==> src/inc/adcs_regs.vh <==
// Register map, field positions and timing counts of the converter control
`ifndef ADCS_REGS_VH
`define ADCS_REGS_VH

// Register indices; byte address is four times the index
`define ADCS_PORT_IDX        8'h03
`define ADCS_RESULT_IDX      8'h08
`define ADCS_CTRL_IDX        8'h09
`define ADCS_PORT_ADDR       8'h0C
`define ADCS_RESULT_ADDR     8'h20
`define ADCS_CTRL_ADDR       8'h24

// Control/status field positions
`define ADCS_DONE_BIT        7
`define ADCS_RCSEL_BIT       6
`define ADCS_PWR_BIT         5
`define ADCS_RSVD_BIT        4
`define ADCS_CHAN_MSB        3
`define ADCS_CHAN_LSB        0

// Reset values
`define ADCS_RESULT_RST      8'h00
`define ADCS_CHAN_RST        4'h0

// Channel codes with special meaning
`define ADCS_CHAN_HIGH_REF   4'h8
`define ADCS_CHAN_MID_REF    4'h9

// Sampling window in bus clock cycles, and counter terminal value
`define ADCS_SAMPLE_CYCLES   12
`define ADCS_SAMPLE_LAST     4'hB

`endif

==> src/logic/adcs_top.v <==
// Converter control: AHB-Lite register slave, clock choice and sequencing
//
// Contract
// Port register reads the eight pin levels.
// Converter off: pins are plain digital inputs.
// Result register loads at completion, resets zero.
// Port reads still work while converting.
// Set done flag, restart conversion continuously.
// Result read or control write clears flag.
// Reset clears the done flag.
// RC select runs oscillator, clocks conversions.
// Decode power and RC bits into four modes.
// Reset clears the RC select bit.
// Power bit switches converter; reset clears it.
// Channel codes: inputs, high, mid, low.
// Reset clears channel select to input zero.
// Stop disables converter, clocks and oscillator.
// Wait mode leaves conversion unchanged.
// Software may clear bits before wait.
// Sample switch closed exactly twelve bus cycles.
// Control write aborts and restarts conversion.
// One eight-bit approximation, bit per step.
// Bit four reads zero; done flag read-only.
// Power off holds sequencer idle, no flags.
`default_nettype none
`include "adcs_regs.vh"

module adcs_top (
    // Clock and reset
    input  wire        hclk,
    input  wire        hresetn,
    // AHB-Lite slave
    input  wire        hsel,
    input  wire [31:0] haddr,
    input  wire [1:0]  htrans,
    input  wire        hwrite,
    input  wire [2:0]  hsize,
    input  wire [31:0] hwdata,
    input  wire        hready,
    output reg  [31:0] hrdata,
    output reg         hreadyout,
    output reg         hresp,
    // Pins and system state
    input  wire [7:0]  analog_port_pins,
    input  wire        stop_mode,
    input  wire        rc_osc_tick,
    // Analog front end
    input  wire        comp_high,
    output reg         adc_enable,
    output reg         rc_osc_enable,
    output wire [10:0] mux_select,
    output wire        sample_switch,
    output wire [7:0]  dac_code
);

    ////////////////////////////////////////////////////////////////////////
    // Address decode

    localparam SEL_NONE   = 4'b0001;
    localparam SEL_PORT   = 4'b0010;
    localparam SEL_RESULT = 4'b0100;
    localparam SEL_CTRL   = 4'b1000;

    // Map a byte offset onto one of the three registers
    function [3:0] reg_select;
        input [7:0] addr;
        begin
            if (addr == `ADCS_PORT_ADDR) begin
                reg_select = SEL_PORT;
            end else if (addr == `ADCS_RESULT_ADDR) begin
                reg_select = SEL_RESULT;
            end else if (addr == `ADCS_CTRL_ADDR) begin
                reg_select = SEL_CTRL;
            end else begin
                reg_select = SEL_NONE;
            end
        end
    endfunction

    ////////////////////////////////////////////////////////////////////////
    // Declarations

    wire        accept;
    wire [3:0]  addr_sel;
    wire        rd_accept;
    wire        rd_result;
    wire        wr_ctrl;
    wire        run;
    wire        step_en;
    wire        conv_done;
    wire [7:0]  conv_code;
    wire [31:0] hsize_unused;

    reg         wr_pend_q;
    reg  [3:0]  wr_sel_q;

    reg         rc_sel_q;
    reg         rc_sel_d;
    reg         pwr_on_q;
    reg         pwr_on_d;
    reg  [3:0]  chan_q;
    reg  [3:0]  chan_d;
    reg         done_q;
    reg         done_d;
    reg  [7:0]  result_q;
    reg  [7:0]  result_d;
    reg  [7:0]  ctrl_view;
    reg  [31:0] rdata_d;

    ////////////////////////////////////////////////////////////////////////
    // Bus phase tracking

    // A transfer is taken when selected, NONSEQ or SEQ, and bus ready
    assign accept    = hsel & htrans[1] & hready;
    assign addr_sel  = reg_select(haddr[7:0]);
    assign rd_accept = accept & ~hwrite;
    assign rd_result = rd_accept & (addr_sel == SEL_RESULT);

    // Only whole-word transfers are issued, so size is not decoded
    assign hsize_unused = {29'h0, hsize};

    // Write data arrive one cycle after the address phase
    assign wr_ctrl = wr_pend_q & (wr_sel_q == SEL_CTRL);

    // Remember a taken write until its data phase
    always @(posedge hclk or negedge hresetn) begin
        if (!hresetn) begin
            wr_pend_q <= 1'b0;
            wr_sel_q  <= SEL_NONE;
        end else begin
            wr_pend_q <= accept & hwrite;
            wr_sel_q  <= addr_sel;
        end
    end

    ////////////////////////////////////////////////////////////////////////
    // Control/status register next values

    // Software-writable fields; bit four and the flag are not stored
    always @* begin
        rc_sel_d = rc_sel_q;
        pwr_on_d = pwr_on_q;
        chan_d   = chan_q;
        if (wr_ctrl) begin
            rc_sel_d = hwdata[`ADCS_RCSEL_BIT];
            pwr_on_d = hwdata[`ADCS_PWR_BIT];
            chan_d   = hwdata[`ADCS_CHAN_MSB:`ADCS_CHAN_LSB];
        end
    end

    // Completion sets the flag and wins over a simultaneous clear
    always @* begin
        done_d = conv_done | (done_q & ~(rd_result | wr_ctrl));
    end

    // Result loaded from the approximation register at completion
    always @* begin
        result_d = conv_done ? conv_code : result_q;
    end

    ////////////////////////////////////////////////////////////////////////
    // Register storage

    // Reset clears every control bit, the flag and the result
    always @(posedge hclk or negedge hresetn) begin
        if (!hresetn) begin
            rc_sel_q <= 1'b0;
            pwr_on_q <= 1'b0;
            chan_q   <= `ADCS_CHAN_RST;
            done_q   <= 1'b0;
            result_q <= `ADCS_RESULT_RST;
        end else begin
            rc_sel_q <= rc_sel_d;
            pwr_on_q <= pwr_on_d;
            chan_q   <= chan_d;
            done_q   <= done_d;
            result_q <= result_d;
        end
    end

    ////////////////////////////////////////////////////////////////////////
    // Read path

    // Control view built from next values so a read after a write is fresh
    always @* begin
        ctrl_view                  = 8'h00;
        ctrl_view[`ADCS_DONE_BIT]  = done_d;
        ctrl_view[`ADCS_RCSEL_BIT] = rc_sel_d;
        ctrl_view[`ADCS_PWR_BIT]   = pwr_on_d;
        ctrl_view[`ADCS_RSVD_BIT]  = 1'b0;
        ctrl_view[`ADCS_CHAN_MSB:`ADCS_CHAN_LSB] = chan_d;
    end

    // Read mux; unmapped offsets read as zero
    always @* begin
        rdata_d = 32'h0000_0000;
        if (addr_sel == SEL_PORT) begin
            rdata_d = {24'h00_0000, analog_port_pins};
        end else if (addr_sel == SEL_RESULT) begin
            rdata_d = {24'h00_0000, result_d};
        end else if (addr_sel == SEL_CTRL) begin
            rdata_d = {24'h00_0000, ctrl_view};
        end
    end

    // Read data captured at the address phase, held through data phase
    always @(posedge hclk or negedge hresetn) begin
        if (!hresetn) begin
            hrdata <= 32'h0000_0000;
        end else if (rd_accept) begin
            hrdata <= rdata_d;
        end
    end

    // Zero-wait slave, always OKAY
    always @(posedge hclk or negedge hresetn) begin
        if (!hresetn) begin
            hreadyout <= 1'b1;
            hresp     <= 1'b0;
        end else begin
            hreadyout <= 1'b1;
            hresp     <= hsize_unused[31];
        end
    end

    ////////////////////////////////////////////////////////////////////////
    // Mode decode and clock choice

    // Stop shuts the converter and the oscillator; wait is not an input
    assign run = pwr_on_d & ~stop_mode;

    // RC select with power on steps on oscillator ticks, else bus clock
    assign step_en = rc_sel_q ? rc_osc_tick : 1'b1;

    // Off/off, CPU clock, oscillator only, RC clock
    always @(posedge hclk or negedge hresetn) begin
        if (!hresetn) begin
            adc_enable    <= 1'b0;
            rc_osc_enable <= 1'b0;
        end else begin
            adc_enable    <= pwr_on_d & ~stop_mode;
            rc_osc_enable <= rc_sel_d & ~stop_mode;
        end
    end

    ////////////////////////////////////////////////////////////////////////
    // Multiplexer and sequencer

    // Channel switches follow the code written in the same edge
    adcs_chan_dec u_chan_dec (
        .hclk      (hclk),
        .hresetn   (hresetn),
        .chan      (chan_d),
        .mux_sel_q (mux_select)
    );

    // Sampling window then eight comparison steps, repeating
    adcs_sar u_sar (
        .hclk      (hclk),
        .hresetn   (hresetn),
        .run       (run),
        .restart   (wr_ctrl),
        .step_en   (step_en),
        .comp_high (comp_high),
        .sample_q  (sample_switch),
        .code_q    (dac_code),
        .conv_done (conv_done),
        .conv_code (conv_code)
    );

endmodule // adcs_top
`default_nettype wire

==> src/logic/adcs_chan_dec.v <==
// Registered decode of the channel code into one-hot multiplexer switches
`default_nettype none
`include "adcs_regs.vh"

module adcs_chan_dec (
    // Clock and reset
    input  wire        hclk,
    input  wire        hresetn,
    // Channel code
    input  wire [3:0]  chan,
    // One-hot switches: 7..0 external, 8 high, 9 mid, 10 low reference
    output reg  [10:0] mux_sel_q
);

    // Codes 0..7 pick inputs, 8 high, 9 midpoint, the rest low reference
    always @(posedge hclk or negedge hresetn) begin
        if (!hresetn) begin
            mux_sel_q <= 11'h001;
        end else if (!chan[3]) begin
            mux_sel_q <= {3'h0, 8'h01 << chan[2:0]};
        end else if (chan == `ADCS_CHAN_HIGH_REF) begin
            mux_sel_q <= 11'h100;
        end else if (chan == `ADCS_CHAN_MID_REF) begin
            mux_sel_q <= 11'h200;
        end else begin
            mux_sel_q <= 11'h400;
        end
    end

endmodule // adcs_chan_dec
`default_nettype wire

==> src/logic/adcs_sar.v <==
// Sampling window and eight-bit successive approximation sequencer
`default_nettype none
`include "adcs_regs.vh"

module adcs_sar (
    // Clock and reset
    input  wire       hclk,
    input  wire       hresetn,
    // Control
    input  wire       run,
    input  wire       restart,
    input  wire       step_en,
    input  wire       comp_high,
    // Status and analog drive
    output reg        sample_q,
    output reg  [7:0] code_q,
    output reg        conv_done,
    output reg  [7:0] conv_code
);

    localparam S_IDLE = 3'b001;
    localparam S_SAMP = 3'b010;
    localparam S_CONV = 3'b100;

    reg [2:0] state_q, state_d;
    reg [3:0] cnt_q, cnt_d;
    reg [7:0] mask_q, mask_d;
    reg [7:0] code_d;
    reg [7:0] kept;

    // Next state; abort and power-off override a finishing conversion
    always @* begin
        state_d   = state_q;
        cnt_d     = cnt_q;
        mask_d    = mask_q;
        code_d    = code_q;
        conv_done = 1'b0;
        kept      = comp_high ? code_q : (code_q & ~mask_q);
        conv_code = kept;
        if (!run) begin
            state_d = S_IDLE;
        end else if (restart || state_q == S_IDLE) begin
            state_d = S_SAMP;
            cnt_d   = 4'h0;
        end else begin
            case (state_q)
                S_SAMP: begin
                    cnt_d = cnt_q + 4'h1;
                    if (cnt_q == `ADCS_SAMPLE_LAST) begin
                        state_d = S_CONV;
                        mask_d  = 8'h80;
                        code_d  = 8'h80;
                    end
                end
                S_CONV: begin
                    if (step_en) begin
                        code_d = kept;
                        mask_d = mask_q >> 1;
                        if (mask_q[0]) begin
                            conv_done = 1'b1;
                            state_d   = S_SAMP;
                            cnt_d     = 4'h0;
                        end else begin
                            code_d = kept | (mask_q >> 1);
                        end
                    end
                end
                default: state_d = S_IDLE;
            endcase
        end
    end

    // State registers; switch closed only while sampling
    always @(posedge hclk or negedge hresetn) begin
        if (!hresetn) begin
            state_q  <= S_IDLE;
            cnt_q    <= 4'h0;
            mask_q   <= 8'h00;
            code_q   <= 8'h00;
            sample_q <= 1'b0;
        end else begin
            state_q  <= state_d;
            cnt_q    <= cnt_d;
            mask_q   <= mask_d;
            code_q   <= code_d;
            sample_q <= (state_d == S_SAMP);
        end
    end

endmodule // adcs_sar
`default_nettype wire

==> config.mk <==
export PLATFORM = sky130hd
export DESIGN_NAME = adcs_top
export DESIGN_NICKNAME = d
export VERILOG_FILES = /design/src/logic/adcs_top.v /design/src/logic/adcs_chan_dec.v /design/src/logic/adcs_sar.v
export VERILOG_INCLUDE_DIRS = /design/src /design/src/inc
export SDC_FILE = /design/constraint.sdc
export NUM_CORES = 1
export LEC_CHECK = 0
export BUFFER_PORTS_ARGS = -buffer_cell sky130_fd_sc_hd__buf_2
export CORE_MARGIN = 5
export CORE_UTILIZATION = 51
export CTS_CLUSTER_DIAMETER = 150
export DETAILED_ROUTE_END_ITERATION = 10
export GPL_TIMING_DRIVEN = 0
export HOLD_SLACK_MARGIN = 0.03
export PLACE_DENSITY = 0.9
export SYNTH_ARGS = -nofsm -noshare
export SYNTH_HDL_FRONTEND = slang
export SYNTH_HIERARCHICAL = 1
export SYNTH_SLANG_ARGS = --single-unit
==> constraint.sdc <==
create_clock -name hclk -period 6.45 [get_ports hclk]
set_clock_uncertainty 0.1 [all_clocks]
set_input_delay 0.3225 -clock hclk [delete_from_list [all_inputs] [get_ports hclk]]
set_output_delay 0.3225 -clock hclk [all_outputs]
set_load 0.05 [all_outputs]
==> summary.md, run 1 <==
| Metric | Value |
|---|---|
| Die width | `89.5 um` |
| Endpoint class of the critical path | `flop` |
| CP Data Arrival Time | `3.75 ns` |
| Final nets | `469` |
| CTS Buffer Depth | `2` |
| Remaining global-route overflow | `0` |
| Reg2reg path depth | `12` |
| Main flop type after synthesis | `dfrtp_1` |
| FF-to-FF setup slack | `2.83 ns` |
| Sequential area share after synthesis | `0.506` |
| Vias in the first global route | `2411` |
| CTS tree | `yes` |
| Sum Neg Setup Slack | `0 ns` |
| Starting density of the core | `0.516` |
| Antenna Diode Count | `0` |
| Synthesis-stage register bit count | `65` |
| Initial DRC Count | `127` |
| Average wire per standard cell | `15.2 um` |
| Post-DP Area | `0.00371 mm2` |
| Asr flop ratio synth | `1.00` |
| Post-cts sizing count | `0` |
| Fin cells | `465` |
| ANT nets after route | `0` |
| Most frequent cells in the layout | `buf_2, dfrtp_1, buf_4` |
| EDFF count, synth | `0` |
| Cts hold-fix bufs | `0` |
| Post-route cell area | `0.00391 mm2` |
| Maximum vdd ir drop | `0.000129 V` |
| I/O pins | `141` |
| Placed insts | `449` |
| PnR worst setup slack | `2.83 ns` |
| Global-route wire length before repair | `11500 um` |
| CP max FO | `10` |
| Gp weighted congestion | `0.794` |
| Root buf cell | `clkbuf_8` |
| Crit Path Class | `reg -> reg` |
| Clock Sinks | `65` |
| P_sw | `0.269 mW` |
| Final setup viols | `0` |
| Pre-CTS setup slack | `2.84 ns` |
| Routed vias/inst | `5.31` |
| HP Class | `in -> async` |
| Max_cap viols | `0` |
| Pre-antenna DRT Iters | `4` |
| Total global-route track usage | `0.189` |
| Share of layout cells above drive strength 1 | `0.389` |
| Startpoint types | `flop` |
| Post-DP HPWL | `5060 um` |
| Minimum clock period | `3.62 ns` |
| Core box area | `0.00624 mm2` |
| Distinct cells, synth | `55` |
| Total CTS buffers | `9` |
| Sw frac | `0.295` |
| Total power | `0.913 mW` |
| Num rows | `29` |
| Drt total wl | `7080 um` |
| Worst Tran Pin Value | `0.796 ns` |
| Power Dens Cells | `233 mW/mm2` |
| Clock transition at path regs | `0.08 ns` |
| DR DRC count | `0` |
| Post-layout util | `0.627` |
| Worst slew margin | `0.469` |
| Worst-Skew Late Latency | `0.34 ns` |
| Worst hold margin | `-0.0425 ns` |
| Final Hold Fails | `62` |
| # port buffers | `60` |
| Die Y | `89.5 um` |
| Mean post-synth cell area | `11.2 um2` |
| WP data required | `6.58 ns` |
| Slew Viols, Final | `0` |
| FF-to-FF End | `hrdata[4]` |
| Mapped Cells | `288` |
| Routed vias | `2470` |
| Post-synth design cell area | `0.00322 mm2` |
| Clock share of power | `0.387` |
| Crit share post-route | `0.561` |
| Leakage Power | `2.01 nW` |
| Layout overhead on the synthesized area | `21.5%` |
| Yosys warnings | `6` |
| Initial antenna violation count | `0` |
| Violated checks | `hold timing` |
| Sequential Power Share | `0.463` |
| Status | `finished with violations` |
| Peak Freq | `276 MHz` |
| Logic pwr share | `0.149` |
| Cell-internal power | `0.644 mW` |
| Post-CTS Setup Repair Bufs | `0` |
| Reg2reg start | `wr_sel_q[1]` |
| H-tree levels | `3` |
| Largest net degree at the start of global routing | `66` |
| RSZ-0062 raised after global routing | `no` |
| Leading cell type in the layout, fill and taps excluded | `buf_2` |
| Die area | `0.00800 mm2` |
| # fillers | `506` |
## power by group through the flow
stage                     logic, mW  clock network (mW)  registers [mW]
after floorplan              0.0655                   0           0.465
after global placement        0.133                   0           0.431
after detailed placement      0.136                   0           0.430
after CTS                     0.137               0.357           0.423
after global routing          0.146               0.375           0.424
final                         0.136               0.354           0.423
## worst max-delay path: stages (launching register included)
cell and delay [ns]:
dfrtp_1 0.40, nor3_4 0.35, and2_0 0.19, buf_2 0.19, mux2i_1 0.15, nor2_1 0.33, nor2b_1 0.38, nand2_1 0.30
nor2_1 0.15, buf_2 0.25, mux2_2 0.39, a221oi_1 0.27, nor2_1 0.06
## how the worst max path moves through the flow
stage                           start        end  slack, ns
final                     wr_sel_q[1]  hrdata[4]       2.83
after detailed placement  wr_sel_q[1]  hrdata[4]       2.84
after global placement    wr_sel_q[1]  hrdata[4]       2.95
after floorplan           wr_sel_q[1]  hrdata[4]       3.48
after CTS                 wr_sel_q[1]  hrdata[4]       2.83
after global routing      wr_sel_q[1]  hrdata[4]       2.50
## cells in the mapped netlist (2+ instances only)
library cell  instances  area share
dfstp_2               3       0.024
o31ai_1               6       0.014
buf_6                 3       0.010
nand3_1               2      0.0031
nor3_4                2       0.010
and4bb_2              4       0.016
o21ai_1               3      0.0047
nand2_1              13       0.015
buf_2                 5      0.0078
a21oi_1              18       0.028
nand4b_1              2      0.0054
mux2_2                8       0.028
mux2i_1               2      0.0062
o2bb2ai_1             6       0.016
or2_2                 4      0.0078
o22ai_1               2      0.0039
a21boi_0             14       0.033
nor4b_2               6       0.028
a211o_1               2      0.0054
dfrtp_1              62        0.48
nand2b_1              9       0.017
buf_4                30       0.070
a22o_1                8       0.022
and3_1                6       0.012
nor3_1                2      0.0031
and2_1                3      0.0058
inv_1                 7      0.0082
nor2_1               14       0.016
clkbuf_1              2      0.0023
nor3b_1               3      0.0070
conb_1                2      0.0023
o21ai_0              12       0.019
## cell type report
| class | count | area [um2] | area share |
|---|---|---|---|
| tap | 77 | 96.3 | 0.0246 |
| multi-input combinational | 200 | 1360 | 0.348 |
| inverter | 7 | 26.3 | 0.00672 |
| sequential | 65 | 1630 | 0.417 |
| clock inverter | 6 | 66.3 | 0.0169 |
| buffer | 40 | 292 | 0.0745 |
| timing repair buffer | 60 | 303 | 0.0774 |
| clock buffer | 10 | 138 | 0.0352 |
## flip-flops by register name, indices dropped and copies added (netlist names), 3 cells and up
signal,count
u_sar/state_q,3
u_sar/code_q,8
hrdata,8
wr_sel_q,4
chan_q,4
result_q,8
u_chan_dec/mux_sel_q,11
u_sar/mask_q,8
u_sar/cnt_q,4
## logic make-up (layout without fill, tap and decap cells)
logic type,after synthesis,after routing,synth area share
and+or+nand+nor,82,82,0.182
muxes,10,10,0.0342
AOI/OAI and AO/OA,80,80,0.170
adders and majority gates,1,1,0.00389
DFF,65,65,0.506
other,2,26,0.00233
xor gates and xnor gates,1,1,0.00272
buffers and inverters,47,123,0.0987
## per-layer routing
metal / routed length (um) / part of all wire / GRT usage / up-vias
met5: 0 / 0 / 0 / -
met4: 71 / 0.010 / 0.0785 / 0
met3: 507 / 0.072 / 0.0488 / 8
met2: 3580 / 0.51 / 0.299 / 90
met1: 2920 / 0.41 / 0.247 / 1197
li1: - / - / - / 1175
No activity file was read; power rests on OpenSTA's default activity.
==> run 2, diff against run 1 <==
Settings changed: ABC_AREA set to 1, CORE_UTILIZATION 51 to 48, PLACE_DENSITY 0.9 to 0.85.
Clock period 6.45 ns to 3.5 ns, I/O delays scaled along.
==> run 2 against run 1 <==
Net effect:
- the run now ends clean
- sequential cell count unchanged
- critical path depth grew 3
- sequential share of layout area down 1.8 points
- critical path type unchanged
==> summary.md, run 2 <==
| Metric | Value |
|---|---|
| Area of the multi-input gates | `0.00134 mm2 (was 0.00136 mm2)` |
| Fin cells | `605 (was 465)` |
| Initial antenna violation count | `0 (unchanged)` |
| RSZ-0062 raised after global routing | `no (unchanged)` |
| Initial DRC Count | `114 (was 127)` |
| Power Dens Cells | `413 mW/mm2 (was 233 mW/mm2)` |
| Clock Sinks | `65 (unchanged)` |
| Status | `finished clean (was finished with violations)` |
| Global-route wire length before repair | `12600 um (was 11500 um)` |
| Min-delay src | `analog_port_pins[2]` |
| Placed insts | `581 (was 449)` |
| Total global-route track usage | `0.182 (was 0.189)` |
| Peak Freq | `351 MHz (was 276 MHz)` |
| Remaining global-route overflow | `0 (unchanged)` |
| Root buf cell | `clkbuf_8 (unchanged)` |
| Crit path top cell by count | `nand2_1 (was nor2_1)` |
| Gp weighted congestion | `0.839 (was 0.794)` |
| Max_cap viols | `0 (unchanged)` |
| # port buffers | `60 (unchanged)` |
| # fillers | `568 (was 506)` |
| Post-synth top cells | `nand2_1, dfrtp_1, inv_1 (was dfrtp_1, buf_4, a21oi_1)` |
| Final setup viols | `0 (unchanged)` |
| Maximum vdd ir drop | `0.000267 V (was 0.000129 V)` |
| ANT nets after route | `0 (unchanged)` |
| Routed vias | `2825 (was 2470)` |
| CP Buf/Inv Count | `3 (was 2)` |
| DR DRC count | `0 (unchanged)` |
| Crit Path Class | `reg -> reg (unchanged)` |
| Endpoint class of the critical path | `flop (unchanged)` |
| Crit share post-route | `0.814 (was 0.561)` |
| CP max stage delay | `0.38 ns (was 0.40 ns)` |
| Leading cell type in the layout, fill and taps excluded | `nand2_1 (was buf_2)` |
| Final Hold Fails | `0 (was 62)` |
| Worst-Skew Late Latency | `0.35 ns (was 0.34 ns)` |
| CP max FO | `9 (was 10)` |
| Yosys warnings | `6 (unchanged)` |
| Largest net degree at the start of global routing | `66 (unchanged)` |
| CP Data Arrival Time | `3.00 ns (was 3.75 ns)` |
| Mean post-synth cell area | `7.96 um2 (was 11.2 um2)` |
| Worst slew margin | `0.470 (was 0.469)` |
| Mapped Cells | `417 (was 288)` |
| Minimum clock period | `2.85 ns (was 3.62 ns)` |
| Most frequent cells in the layout | `nand2_1, buf_2, dfrtp_1 (was buf_2, dfrtp_1, buf_4)` |
| WP data required | `3.65 ns (was 6.58 ns)` |
| Asr flop ratio synth | `1.00 (unchanged)` |
| Sum Neg Setup Slack | `0 ns (unchanged)` |
| Main flop type after synthesis | `dfrtp_1 (unchanged)` |
| Die width | `93.1 um (was 89.5 um)` |
| Synth top area share | `0.468 (was 0.482)` |
| HP Class | `in -> reg (was in -> async)` |
| Reg2reg start | `wr_sel_q[1] (unchanged)` |
| Ranking of synthesized cells by area | `dfrtp_1, nand2_1, buf_4 (was dfrtp_1, buf_4, a21boi_0)` |
| Post-synth design cell area | `0.00332 mm2 (was 0.00322 mm2)` |
| Num rows | `30 (was 29)` |
| Antenna Diode Count | `0 (unchanged)` |
| Worst Tran Pin Value | `0.796 ns (about the same)` |
| EDFF count, synth | `0 (unchanged)` |
| FF/Latch Area | `0.00163 mm2 (unchanged)` |
| Clock transition at path regs | `0.07 ns (was 0.08 ns)` |
| Total power | `1.69 mW (was 0.913 mW)` |
| CP delay by family, top | `simple AND/OR/NAND/NOR gates (unchanged)` |
| Starting density of the core | `0.491 (was 0.516)` |
| Die Y | `93.1 um (was 89.5 um)` |
| Final nets | `606 (was 469)` |
| Top reg by flops | `u_chan_dec/mux_sel_q (unchanged)` |
| Total CTS buffers | `9 (unchanged)` |
| Routed vias/inst | `4.67 (was 5.31)` |
| Average wire per standard cell | `12.1 um (was 15.2 um)` |
| Crit-path slowest cell | `a21oi_1 (was dfrtp_1)` |
| Share of layout cells above drive strength 1 | `0.253 (was 0.389)` |
| Vias in the first global route | `2862 (was 2411)` |
| CTS tree | `yes (unchanged)` |
| Area leader, netlist | `dfrtp_1 (unchanged)` |
| Startpoint types | `flop (unchanged)` |
| Drt total wl | `7330 um (was 7080 um)` |
| Layout overhead on the synthesized area | `23.4% (was 21.5%)` |
| Slew Viols, Final | `0 (unchanged)` |
| Critical path startpoint | `wr_sel_q[1] (unchanged)` |
| I/O pins | `141 (unchanged)` |
| Core box area | `0.00676 mm2 (was 0.00624 mm2)` |
| Distinct cells, synth | `34 (was 55)` |
| H-tree levels | `3 (unchanged)` |
| Pre-antenna DRT Iters | `5 (was 4)` |
| Most instantiated library cell after synthesis | `nand2_1 (was dfrtp_1)` |
| Synthesis-stage register bit count | `65 (unchanged)` |
| Die area | `0.00868 mm2 (was 0.00800 mm2)` |
| CTS Buffer Depth | `2 (unchanged)` |
| Post-DP HPWL | `5430 um (was 5060 um)` |
| Max FFs per register | `11 (unchanged)` |
| Cell Chain, Critical Path | `nor2_1 > inv_1 > nor2_1 > nand2_1 > a21oi_1 > nand3_2 > nor2_1 > buf_2 > clkinv_1 > nand2_1 > nand2_1 > a21oi_1 > nand2_1 > nand2_1 > nand2_1 (was nor3_4 > and2_0 > buf_2 > mux2i_1 > nor2_1 > nor2b_1 > nand2_1 > nor2_1 > buf_2 > mux2_2 > a221oi_1 > nor2_1)` |
| Leakage Power | `2.46 nW (was 2.01 nW)` |
| Sequential area share after synthesis | `0.491 (was 0.506)` |
-- run 2: worst paths after layout --
check | endpoint | slack (ns) | cells after the start
max | hrdata[0] | 0.65 | 15
min | hrdata[2] | 0.05 | 5
max reg2reg | hrdata[0] | 0.65 | 15
min reg2reg | result_q[1] | 0.37 | 2
max in group asynchronous | u_sar/code_q[6] | 2.43 | 2
min in group asynchronous | u_sar/cnt_q[2] | 0.35 | 2
-- run 2: per-stage QoR --
stage          hold slack (ns)  area (um2)   util  setup WS, ns
2_1_floorplan           -0.221        3410      -          1.22
3_3_place_gp             0.253        3810  0.564         0.809
3_5_place_dp             0.253        3810  0.564         0.688
4_1_cts                 0.0367        4080  0.604         0.645
5_1_grt                 0.0598        4090  0.606         0.255
6_report                0.0476        4090  0.606         0.650
-- run 2: timing repair --
action | CTS | global route
setup buffers | 0 | 0
endpoints found under the hold margin | 8 | 62
hold buffers | 7 | 1
gates resized for setup | 0 | 0
-- run 2: worst reg2reg max path: cells and delay by family, from the launching register on --
| kind | cells | cell delay [ns] |
|---|---|---|
| flops | 1 | 0.36 |
| buf+inv | 3 | 0.49 |
| simple gates | 10 | 1.23 |
| compound gates | 2 | 0.57 |
-- run 2: cell type report --
cell class / count / share of cell area
tap: 80 / 0.0244
inverter: 46 / 0.0422
timing repair buffer: 68 / 0.0935
clock buffer: 9 / 0.0303
clock inverter: 7 / 0.0193
multi-input combinational: 295 / 0.327
buffer: 35 / 0.0651
sequential: 65 / 0.398
-- run 2: logic make-up (layout without fill, tap and decap cells) --
logic type,after synthesis,after routing,synth area share
AND/OR/NAND/NOR,230,230,0.298
buffers and inverters,81,165,0.132
flip-flops,65,65,0.491
AO/OA/AOI/OAI,36,36,0.0671
other,2,26,0.00226
XOR/XNOR,2,2,0.00528
adder cells (fa/ha/maj),1,1,0.00377
-- run 2: power breakdown --
group	internal, mW	switching, mW	leakage (nW)	total, mW
clock	0.336	0.309	0.104	0.644
combinational	0.0710	0.185	1.48	0.256
sequential	0.772	0.0158	0.876	0.788
total	1.18	0.510	2.46	1.69
-- run 2: routing by layer --
| metal | vias up | wire (um) | GRT usage |
|---|---|---|---|
| li1 | 1445 | - | - |
| met1 | 1283 | 3040 | 0.215 |
| met4 | 0 | 71 | 0.0586 |
| met5 | - | 0 | 0 |
| met3 | 7 | 504 | 0.0587 |
| met2 | 90 | 3720 | 0.314 |
